`src/hdl/oig_pkg.sv`:
```
/*
  Shared constants for the cable identification and bus power monitor block:
  APB register offsets, bit positions, reset values and timing figures.
  Assumes a single 125 MHz core clock and an APB master on the register side.
*/
`default_nettype none
package oig_pkg;
  // ==========================================================================
  // Register byte offsets
  localparam logic [7:0] OIG_OTG_CTRL_ADDR = 8'h00;
  localparam logic [7:0] OIG_INT_EN_RISE_ADDR = 8'h04;
  localparam logic [7:0] OIG_INT_EN_FALL_ADDR = 8'h08;
  localparam logic [7:0] OIG_INT_STAT_ADDR = 8'h0C;
  localparam logic [7:0] OIG_INT_LATCH_ADDR = 8'h10;
  localparam logic [7:0] OIG_CARKIT_STAT_ADDR = 8'h14;
  localparam logic [7:0] OIG_RID_ADDR = 8'h18;
  localparam logic [7:0] OIG_EXT_IND_ADDR = 8'h1C;
  // ==========================================================================
  // OTG control bits
  localparam int OIG_CTRL_ID_PULLUP_BIT = 0;
  localparam int OIG_CTRL_DISCHARGE_BIT = 3;
  localparam int OIG_CTRL_CHARGE_BIT = 4;
  // Interrupt enable and status bits
  localparam int OIG_INT_BUS_VALID_BIT = 1;
  localparam int OIG_INT_SESS_VALID_BIT = 2;
  localparam int OIG_INT_SESS_END_BIT = 3;
  localparam int OIG_INT_ID_GND_BIT = 4;
  // Carkit enable and status bit for the float comparator
  localparam int OIG_CK_ID_FLOAT_BIT = 0;
  // Synchronous mode, conversion start and conversion busy flag
  localparam int OIG_RID_START_BIT = 4;
  localparam int OIG_RID_BUSY_BIT = 5;
  localparam int OIG_RID_SYNC_BIT = 6;
  // External indicator selection bits
  localparam int OIG_EXT_USE_BIT = 0;
  localparam int OIG_EXT_PASS_BIT = 1;
  localparam int OIG_EXT_COMPL_BIT = 2;
  // ==========================================================================
  // Reset values
  localparam logic [7:0] OIG_CTRL_RESET = 8'h00;
  localparam logic [7:0] OIG_INT_EN_RESET = 8'h1F;
  localparam logic [7:0] OIG_EXT_RESET = 8'h00;
  // ==========================================================================
  // Identification resistance codes
  localparam logic [2:0] OIG_RID_GROUND = 3'h0;
  localparam logic [2:0] OIG_RID_R75 = 3'h1;
  localparam logic [2:0] OIG_RID_R102K = 3'h2;
  localparam logic [2:0] OIG_RID_R200K = 3'h3;
  localparam logic [2:0] OIG_RID_R440K = 3'h4;
  localparam logic [2:0] OIG_RID_FLOAT = 3'h5;
  // ==========================================================================
  // Timing
  localparam int OIG_CLK_MHZ = 125;
  localparam int OIG_RID_CONV_NS = 200;
  localparam int OIG_RID_CONV_CYC = (OIG_RID_CONV_NS * OIG_CLK_MHZ + 999) / 1000;
  localparam int OIG_SYNC_STAGES = 2;
endpackage
`default_nettype wire

```
`src/hdl/oig_sync.sv`:
```
/*
  Two flip-flop synchroniser for one asynchronous comparator level.
  Assumes the input may change at any time relative to the clock.
*/
`default_nettype none
module oig_sync (
  input wire logic clk_in,
  input wire logic rst_n_in,
  input wire logic async_in,
  output logic sync_out
);
  logic meta_q;
  // ==========================================================================
  // First stage feeds only the second stage
  always_ff @(posedge clk_in) begin
    if (!rst_n_in) begin
      meta_q <= 1'b0;
      sync_out <= 1'b0;
    end else begin
      meta_q <= async_in;
      sync_out <= meta_q;
    end
  end
endmodule
`default_nettype wire

```
`src/hdl/oig_edge.sv`:
```
/*
  Edge detector on an already synchronised level, gated by rise and fall
  enables. Assumes the level input is synchronous to the clock.
*/
`default_nettype none
module oig_edge (
  input wire logic clk_in,
  input wire logic rst_n_in,
  input wire logic level_in,
  input wire logic rise_en_in,
  input wire logic fall_en_in,
  output logic event_out
);
  import oig_pkg::*;
  // Hold off until the sync stages show a real level, else reset looks like an edge
  localparam logic [1:0] ARM_CYC = 2'(OIG_SYNC_STAGES + 1);
  logic prev_q;
  logic [1:0] arm_q;
  // ==========================================================================
  always_ff @(posedge clk_in) begin
    if (!rst_n_in) begin
      prev_q <= 1'b0;
      arm_q <= 2'h0;
      event_out <= 1'b0;
    end else begin
      prev_q <= level_in;
      if (arm_q != ARM_CYC) begin
        arm_q <= arm_q + 2'h1;
      end
      event_out <= (arm_q == ARM_CYC)
        & ((rise_en_in & level_in & ~prev_q) | (fall_en_in & ~level_in & prev_q));
    end
  end
endmodule
`default_nettype wire

```
`src/hdl/oig_otg_ctrl.sv`:
```
/*
  Cable identification and bus power monitor control and status for an OTG
  capable transceiver. Holds the OTG control, interrupt enable, status,
  carkit status, resistance code and external indicator registers, reached
  over APB. Drives the analog switch enables, and raises a one-cycle event
  pulse with an alternate flag toward the receive command path.
  Assumes comparator inputs are asynchronous levels and that the resistance
  converter result arrives as a 3-bit code with a done strobe.
*/
// The APB register port and the placing of the registers were chosen for this implementation.
// How it works
// - ID grounded flag reads 0 for grounded pin, 1 for floating pin.
// - With pull-up off, a falling ID grounded comparator still raises an event.
// - Resistance code: ground 000, 75R 001, 102k 010, 200k 011, 440k 100, open 101.
// - Resistance code readable only in synchronous mode; link starts conversion.
// - Float comparator change sends an alternate event when both enables set.
// - With pull-up and float enables, flags follow the float comparator table.
// - ID grounded at status bit 4, ID floating at carkit status bit 0.
// - ID grounded change raises an event when its enables are set.
// - Bus valid, session valid and session end states readable in status.
// - Session end flag rises when bus voltage drops below 0.5 V.
// - Session end enables both clear: comparator off, status reads 0.
// - Session valid enables both clear: only events stop, status readable.
// - Bus valid enables both clear: comparator off, status bit 1 reads 0.
// - Receive command bus valid source follows the external indicator selection.
// - External indicator selection is disabled after reset.
// - OTG control bit 3 switches on the bus discharge pull-down.
// - OTG control bit 4 switches on the bus charge pull-up.
// - All status, register and event activity is on one rising clock edge.
`default_nettype none
module oig_otg_ctrl (
  input wire logic core_clk_in,
  input wire logic rst_n_in,
  // APB slave
  input wire logic psel_in,
  input wire logic penable_in,
  input wire logic pwrite_in,
  input wire logic [7:0] paddr_in,
  input wire logic [31:0] pwdata_in,
  output logic [31:0] prdata_out,
  output logic pready_out,
  output logic pslverr_out,
  // Analog comparator levels
  input wire logic ident_grounded_cmp_in,
  input wire logic ident_floating_cmp_in,
  input wire logic bus_power_valid_cmp_in,
  input wire logic session_valid_cmp_in,
  input wire logic session_end_cmp_in,
  // Resistance converter
  input wire logic [2:0] rid_code_in,
  input wire logic rid_done_in,
  output logic rid_start_out,
  // Analog switch enables
  output logic ident_pin_pullup_on_out,
  output logic bus_power_discharge_on_out,
  output logic bus_power_charge_on_out,
  output logic session_end_cmp_en_out,
  output logic bus_power_valid_cmp_en_out,
  // Receive command side
  output logic rxcmd_bus_valid_out,
  output logic rxcmd_event_out,
  output logic rxcmd_alt_int_out
);
  import oig_pkg::*;

  // ==========================================================================
  // Registers
  logic [7:0] otg_ctrl_q;
  logic [7:0] int_en_rise_q;
  logic [7:0] int_en_fall_q;
  logic [7:0] int_latch_q;
  logic [7:0] ext_ind_q;
  logic sync_mode_q;
  logic [2:0] rid_value_q;
  logic rid_busy_q;
  logic [7:0] rid_timer_q;

  // Synchronised comparator levels
  logic id_gnd_s;
  logic id_float_s;
  logic bus_valid_s;
  logic sess_valid_s;
  logic sess_end_s;

  oig_sync u_sync_idg (
    .clk_in(core_clk_in),
    .rst_n_in(rst_n_in),
    .async_in(ident_grounded_cmp_in),
    .sync_out(id_gnd_s)
  );
  oig_sync u_sync_idf (
    .clk_in(core_clk_in),
    .rst_n_in(rst_n_in),
    .async_in(ident_floating_cmp_in),
    .sync_out(id_float_s)
  );
  oig_sync u_sync_bv (
    .clk_in(core_clk_in),
    .rst_n_in(rst_n_in),
    .async_in(bus_power_valid_cmp_in),
    .sync_out(bus_valid_s)
  );
  oig_sync u_sync_sv (
    .clk_in(core_clk_in),
    .rst_n_in(rst_n_in),
    .async_in(session_valid_cmp_in),
    .sync_out(sess_valid_s)
  );
  oig_sync u_sync_se (
    .clk_in(core_clk_in),
    .rst_n_in(rst_n_in),
    .async_in(session_end_cmp_in),
    .sync_out(sess_end_s)
  );

  // ==========================================================================
  // Comparator gating
  logic sess_end_on;
  logic bus_valid_on;
  assign sess_end_on = int_en_rise_q[OIG_INT_SESS_END_BIT]
    | int_en_fall_q[OIG_INT_SESS_END_BIT];
  assign bus_valid_on = int_en_rise_q[OIG_INT_BUS_VALID_BIT]
    | int_en_fall_q[OIG_INT_BUS_VALID_BIT];

  // Status bits: the comparator reports 1 for a floating pin
  logic [7:0] int_stat;
  always_comb begin
    int_stat = 8'h00;
    int_stat[OIG_INT_BUS_VALID_BIT] = bus_valid_s & bus_valid_on;
    int_stat[OIG_INT_SESS_VALID_BIT] = sess_valid_s;
    int_stat[OIG_INT_SESS_END_BIT] = sess_end_s & sess_end_on;
    int_stat[OIG_INT_ID_GND_BIT] = id_gnd_s;
  end

  // ==========================================================================
  // Edge events, each gated by its own rise and fall enables
  logic [4:0] edge_ev;
  logic float_ev;
  logic [4:0] levels;
  assign levels = int_stat[4:0];

  genvar gi;
  generate
    for (gi = 1; gi <= 4; gi++) begin : g_edge
      oig_edge u_edge (
        .clk_in(core_clk_in),
        .rst_n_in(rst_n_in),
        .level_in(levels[gi]),
        .rise_en_in(int_en_rise_q[gi]),
        .fall_en_in(int_en_fall_q[gi]),
        .event_out(edge_ev[gi])
      );
    end
  endgenerate
  assign edge_ev[0] = 1'b0;

  // Float comparator events use the carkit bit of both enable registers
  oig_edge u_edge_float (
    .clk_in(core_clk_in),
    .rst_n_in(rst_n_in),
    .level_in(id_float_s),
    .rise_en_in(int_en_rise_q[OIG_CK_ID_FLOAT_BIT]),
    .fall_en_in(int_en_fall_q[OIG_CK_ID_FLOAT_BIT]),
    .event_out(float_ev)
  );

  // ==========================================================================
  // APB decode
  logic wr_acc;
  logic rd_acc;
  logic addr_ok;
  assign wr_acc = psel_in & penable_in & pwrite_in;
  assign rd_acc = psel_in & penable_in & ~pwrite_in;
  always_comb begin
    case (paddr_in)
      OIG_OTG_CTRL_ADDR, OIG_INT_EN_RISE_ADDR, OIG_INT_EN_FALL_ADDR,
      OIG_INT_STAT_ADDR, OIG_INT_LATCH_ADDR, OIG_CARKIT_STAT_ADDR,
      OIG_RID_ADDR, OIG_EXT_IND_ADDR: addr_ok = 1'b1;
      default: addr_ok = 1'b0;
    endcase
  end

  // ==========================================================================
  // Control registers
  always_ff @(posedge core_clk_in) begin
    if (!rst_n_in) begin
      otg_ctrl_q <= OIG_CTRL_RESET;
      int_en_rise_q <= OIG_INT_EN_RESET;
      int_en_fall_q <= OIG_INT_EN_RESET;
      ext_ind_q <= OIG_EXT_RESET;
      sync_mode_q <= 1'b1;
    end else if (wr_acc && pready_out) begin
      case (paddr_in)
        OIG_OTG_CTRL_ADDR: otg_ctrl_q <= pwdata_in[7:0];
        OIG_INT_EN_RISE_ADDR: int_en_rise_q <= pwdata_in[7:0];
        OIG_INT_EN_FALL_ADDR: int_en_fall_q <= pwdata_in[7:0];
        OIG_EXT_IND_ADDR: ext_ind_q <= {5'h00, pwdata_in[2:0]};
        OIG_RID_ADDR: sync_mode_q <= pwdata_in[OIG_RID_SYNC_BIT];
        default: otg_ctrl_q <= otg_ctrl_q;
      endcase
    end
  end

  // ==========================================================================
  // Sticky event latch: a read clears only the bits it returned; new events win
  logic [7:0] new_ev;
  logic latch_rd;
  assign new_ev = {3'h0, edge_ev[4:1], float_ev};
  assign latch_rd = rd_acc && pready_out && (paddr_in == OIG_INT_LATCH_ADDR);
  always_ff @(posedge core_clk_in) begin
    if (!rst_n_in) begin
      int_latch_q <= 8'h00;
    end else if (latch_rd) begin
      int_latch_q <= (int_latch_q & ~prdata_out[7:0]) | new_ev;
    end else begin
      int_latch_q <= int_latch_q | new_ev;
    end
  end

  // ==========================================================================
  // Resistance conversion; a start only counts in synchronous mode
  logic rid_start_req;
  assign rid_start_req = wr_acc && pready_out && (paddr_in == OIG_RID_ADDR)
    && pwdata_in[OIG_RID_START_BIT] && pwdata_in[OIG_RID_SYNC_BIT];
  always_ff @(posedge core_clk_in) begin
    if (!rst_n_in) begin
      rid_busy_q <= 1'b0;
      rid_timer_q <= 8'h00;
      rid_value_q <= OIG_RID_FLOAT;
      rid_start_out <= 1'b0;
    end else begin
      rid_start_out <= rid_start_req && !rid_busy_q;
      if (rid_start_req && !rid_busy_q) begin
        rid_busy_q <= 1'b1;
        rid_timer_q <= 8'(OIG_RID_CONV_CYC);
      end else if (rid_busy_q) begin
        if (rid_timer_q != 8'h00) begin
          rid_timer_q <= rid_timer_q - 8'h01;
        end
        // Result is taken only after the least settling time
        if (rid_done_in && rid_timer_q == 8'h00) begin
          rid_busy_q <= 1'b0;
          rid_value_q <= rid_code_in;
        end
      end
    end
  end

  // ==========================================================================
  // Read data
  logic [7:0] rd_byte;
  always_comb begin
    case (paddr_in)
      OIG_OTG_CTRL_ADDR: rd_byte = otg_ctrl_q;
      OIG_INT_EN_RISE_ADDR: rd_byte = int_en_rise_q;
      OIG_INT_EN_FALL_ADDR: rd_byte = int_en_fall_q;
      OIG_INT_STAT_ADDR: rd_byte = int_stat;
      OIG_INT_LATCH_ADDR: rd_byte = int_latch_q;
      OIG_CARKIT_STAT_ADDR: rd_byte = {7'h00, id_float_s};
      // Code hidden outside synchronous mode
      OIG_RID_ADDR: rd_byte = {1'b0, sync_mode_q, rid_busy_q, 2'h0,
        sync_mode_q ? rid_value_q : 3'h0};
      OIG_EXT_IND_ADDR: rd_byte = ext_ind_q;
      default: rd_byte = 8'h00;
    endcase
  end

  // Zero wait state slave: answer in the cycle after setup
  always_ff @(posedge core_clk_in) begin
    if (!rst_n_in) begin
      pready_out <= 1'b0;
      prdata_out <= 32'h0000_0000;
      pslverr_out <= 1'b0;
    end else begin
      pready_out <= psel_in & ~penable_in;
      pslverr_out <= psel_in & ~penable_in & ~addr_ok;
      if (psel_in && !penable_in && !pwrite_in) begin
        prdata_out <= {24'h00_0000, rd_byte};
      end
    end
  end

  // ==========================================================================
  // Outputs
  logic bus_valid_src;
  always_comb begin
    if (!ext_ind_q[OIG_EXT_USE_BIT]) begin
      bus_valid_src = int_stat[OIG_INT_BUS_VALID_BIT];
    end else if (ext_ind_q[OIG_EXT_COMPL_BIT]) begin
      bus_valid_src = 1'b0;
    end else if (ext_ind_q[OIG_EXT_PASS_BIT]) begin
      // External indicator is tied high
      bus_valid_src = 1'b1;
    end else begin
      bus_valid_src = int_stat[OIG_INT_BUS_VALID_BIT];
    end
  end

  always_ff @(posedge core_clk_in) begin
    if (!rst_n_in) begin
      ident_pin_pullup_on_out <= 1'b0;
      bus_power_discharge_on_out <= 1'b0;
      bus_power_charge_on_out <= 1'b0;
      session_end_cmp_en_out <= 1'b0;
      bus_power_valid_cmp_en_out <= 1'b0;
      rxcmd_bus_valid_out <= 1'b0;
      rxcmd_event_out <= 1'b0;
      rxcmd_alt_int_out <= 1'b0;
    end else begin
      ident_pin_pullup_on_out <= otg_ctrl_q[OIG_CTRL_ID_PULLUP_BIT];
      bus_power_discharge_on_out <= otg_ctrl_q[OIG_CTRL_DISCHARGE_BIT];
      bus_power_charge_on_out <= otg_ctrl_q[OIG_CTRL_CHARGE_BIT];
      session_end_cmp_en_out <= sess_end_on;
      bus_power_valid_cmp_en_out <= bus_valid_on;
      rxcmd_bus_valid_out <= bus_valid_src;
      rxcmd_event_out <= (|edge_ev[4:1]) | float_ev;
      rxcmd_alt_int_out <= float_ev;
    end
  end
endmodule
`default_nettype wire

```
`config.mk`:
```
export PLATFORM = sky130hd
export DESIGN_NAME = oig_otg_ctrl
export DESIGN_NICKNAME = d
export VERILOG_FILES = /design/src/hdl/oig_pkg.sv /design/src/hdl/oig_sync.sv /design/src/hdl/oig_edge.sv /design/src/hdl/oig_otg_ctrl.sv
export SDC_FILE = /design/constraint.sdc
export NUM_CORES = 1
export LEC_CHECK = 0
export BUFFER_PORTS_ARGS = -buffer_cell sky130_fd_sc_hd__buf_4
export CORE_ASPECT_RATIO = 1.25
export CORE_MARGIN = 2
export CORE_UTILIZATION = 53
export CTS_CLUSTER_DIAMETER = 200
export CTS_CLUSTER_SIZE = 28
export DETAILED_ROUTE_END_ITERATION = 10
export PLACE_DENSITY_LB_ADDON = 0.2
export SETUP_SLACK_MARGIN = 0.05
export SYNTH_ARGS = -nofsm -noshare
export SYNTH_HDL_FRONTEND = slang
export SYNTH_HIERARCHICAL = 1
export SYNTH_SLANG_ARGS = --single-unit
```
`constraint.sdc`:
```
create_clock -name core_clk_in -period 2.55 [get_ports core_clk_in]
set_input_delay 0.1275 -clock core_clk_in [delete_from_list [all_inputs] [get_ports core_clk_in]]
set_output_delay 0.1275 -clock core_clk_in [all_outputs]
set_load 0.005 [all_outputs]
```
==> results.md <==
* Outcome: finished clean
* Yosys cell types at 55
* Final min period at 1.97 ns
* Die W at 83.5 µm
* Crit-path slowest cell: or4_4
* CTS max path bufs at 2
* First-pass GRT wire length at 15.2 mm
* Clk network pwr share at 34.0%
* CP required at between 2 and 3 ns
* Internal power at 0.00217 W
* Asr flop ratio synth at 0%
* Worst Setup Start Kind: register
* Clk pin slew, worst setup/hold paths at 0.08 ns
* Setup Skew at 0.00792 ns
* Largest net degree at the start of global routing at 47
* Commonest cells post-synth: dfxtp_1 (97), nand2_1 (65), and2_1 (28)
* Hold WS at 0.0114 ns
* Worst-Skew Late Latency at about 0.37 ns
* CTS resizes at 0
* # IOs at 97
* H-tree Lvls at 3
* Simple-gate share of the synthesized area at 24.1%
* Worst Slack Setup Final at slightly below 0.6 ns
* Ys flop type: dfxtp_1
* Iter 0 DRT Violations at 189
* Max Cap Viol at 0
* Sw Ratio at about 23%
* Adder-cell share of the synthesized area at around 2.1%
* PD cells at slightly below 600 nW/µm²
* Die ar. at 8630 µm²
* Final net count at 568
* Routed Antenna Nets at 0
* Power Total at roughly 0.0028 W
* Post-synthesis compound-gate area fraction at 11.4%
* Register bit count reported by yosys at 97
* Endpoints failing setup at 0
* Worst Path Arrival at 2.21 ns
* CTS Root Cell: clkbuf_8
* Area grow syn2layout at 16.1%
* Achievable frequency at 0.507 GHz
* Fin crit share at 77.4%
* Syn Inst Count at 443
* DRT Pass-1 Iters at 5
* Total gr overflow at 0
* Routability Congestion at 0.938
* Avg Cell Area, Syn at ~9.4 µm²
* Diode count at 0
* # clock sinks at slightly below 100
* Yosys warnings at 6
* Net Switching at 0.000657 W
* Setup Crit Path Kind: reg -> reg
* Place WS at between 0.3 and 0.4 ns
* CTS tree: yes
* Relative slew slack at about a third
* Critical Path Fanout Max at 5
* Fillers at 683
* Post-Syn Area at 4180 µm²
* WP buf/inv at 0
* Setup crit end kind: register
* Initial antenna violation count at 0
* Drt wl/cell at 15.4 µm
* Synth area leader: dfxtp_1
* Post-synthesis mux area share at under 10%
* RSZ-0062 raised after global routing: false
* HPWL after DPL at 6.74 mm
* Worst-margin pin slew at 0.982 ns
* Final hold vios at 0
* P_leak at around 1.9 nW
* Vias in the first global route at a little over 3000
* Largest family of logic cells by synthesized area: simple AND/OR/NAND/NOR gates
* Share of cells above drive strength 1 at between 15 and 20%
* Cts bufs inserted at 9
* Critical Path, Cell by Cell: or4_4 -> nor4b_4 -> and3_1 -> mux2i_1 -> nand2_1
* Area contributors post-synth: dfxtp_1 (46%), nand2_1 (5.8%), mux2i_1 (5.7%)
* Top-area cell type share of the netlist area at a little under half
* Via count at 3290
* Post-Route WL at between 9 and 10 mm
* Register area share after synthesis at 46.4%
* Starting Density at 54.0%
* Inst Count DP at 580
* Setup TNS at 0 ns
* Final Non-Filler Cells at 605
* Total Routing Usage GR at around 23%
* I/O Buffers at 48
* Cell with the most instances after synthesis: dfxtp_1
* Critical Path Max Stage Delay at 0.57 ns
* FP Rows at 36
* Gate power share at 9.6%
* Post-synthesis xor/xnor area fraction at 1.88%
* EDFF count, synth at 0
* Die H at roughly 100 µm
* Maximum VDD drop at 0.442 mV
* DRC errors left at 0
* Core Box Area at 7750 µm²
* HP Class: in -> reg
* DR vias/cell at 5.44
* Delay-heaviest family, CP: simple AND/OR/NAND/NOR gates
* Slew Limit Fails at 0
* Sequential share of power at a little under three fifths
per-layer routing:
metal	global-route usage [%]	up-vias	routed length, µm	part of all wire (%)
met5	0	-	0	0
met4	10.2	0	225	2.4
met3	4.92	20	542	5.8
met2	39.2	118	4560	49
met1	27.9	1540	4010	43
li1	-	1612	-	-
metrics by stage:
step | instance area (µm²) | util [%]
floorplan | 4270 | -
global placement | 4560 | 58.9
global route | 4860 | 62.7
finish | 4860 | 62.7
CTS | 4860 | 62.7
detailed placement | 4560 | 58.9
state kept, by name, indices dropped and copies added (netlist names), 8 cells and up:
register             cells
g_edge.u_edge/arm_q      8
int_en_fall_q            8
int_en_rise_q            8
int_latch_q              8
otg_ctrl_q               8
prdata_out               8
rid_timer_q              8
final cells by class:
cell class | count | area (µm²) | share of cell area (%)
clock buffer | 11 | 141 | 2.91
sequential | 97 | 1940 | 40.0
inverter | 7 | 26.3 | 0.541
multi-input combinational | 324 | 2050 | 42.2
tap | 95 | 119 | 2.45
timing repair buffer | 68 | 538 | 11.1
clock inverter | 3 | 42.5 | 0.876
logic make-up (layout without fill, tap and decap cells):
group                      Yosys count  after routing
AOI/OAI and AO/OA                   73             73
and+or+nand+nor                    183            183
buffers and inverters               45             89
adders and majority gates            7              7
muxes                               28             28
DFF                                 97             97
other                                1             24
xor gates and xnor gates             9              9
worst reg2reg max path, stage by stage, from the launching register on:
cell and delay [ns]:
dfxtp_1 0.36, or4_4 0.57, nor4b_4 0.31, and3_1 0.33, mux2i_1 0.21, nand2_1 0.07
cell usage in the layout, fill, tap and decap left out, types with 2 or more instances in the layout:
master,netlist,layout
a32oi_1,2,2
or4b_1,2,2
conb_1,1,24
nand4_1,4,4
o211ai_1,2,2
buf_4,24,57
and2_1,28,28
nor2b_1,14,14
mux4_2,2,2
nand3_1,9,9
xor2_1,2,2
a21boi_0,10,10
o21a_1,9,9
mux2_2,2,2
xnor2_1,7,7
nor4_4,2,2
or3_1,2,2
nand2_1,65,65
dfxtp_1,97,97
nor4_1,3,3
a21oi_1,23,23
inv_1,7,7
nor2_1,20,20
clkbuf_8,1,10
a31oi_1,3,3
a221o_1,3,3
a211oi_1,2,2
dlygate4sd3_1,0,11
mux2i_1,24,24
nor3_1,10,10
nand3b_1,11,11
a22oi_1,4,4
o21ai_0,10,10
ha_1,7,7
power by group through the flow:
stage / Clock [W] / Combinational, W / Sequential [W]
finish: 0.000961 / 0.000270 / 0.00159
global route: 0.00104 / 0.000305 / 0.00160
CTS: 0.000986 / 0.000271 / 0.00159
detailed placement: 0 / 0.000256 / 0.00163
global placement: 0 / 0.000248 / 0.00163
floorplan: 0 / 0.000191 / 0.00162
final timing paths:
kind                          start             endpoint  slack (ns)  cells after the start
setup / recovery     rid_timer_q[2]       rid_value_q[0]        0.58                      5
hold / removal         pwdata_in[0]     int_en_rise_q[0]        0.01                      3
setup reg to reg     rid_timer_q[2]       rid_value_q[0]        0.58                      5
hold reg to reg   u_sync_idf/meta_q  u_sync_idf/sync_out        0.43                      1
repair_timing:
action,in CTS,in global routing
setup buffers,0,0
endpoints found under the hold margin,12,0
hold buffers,11,0
Note: power is estimated with default switching activity, not from simulation.
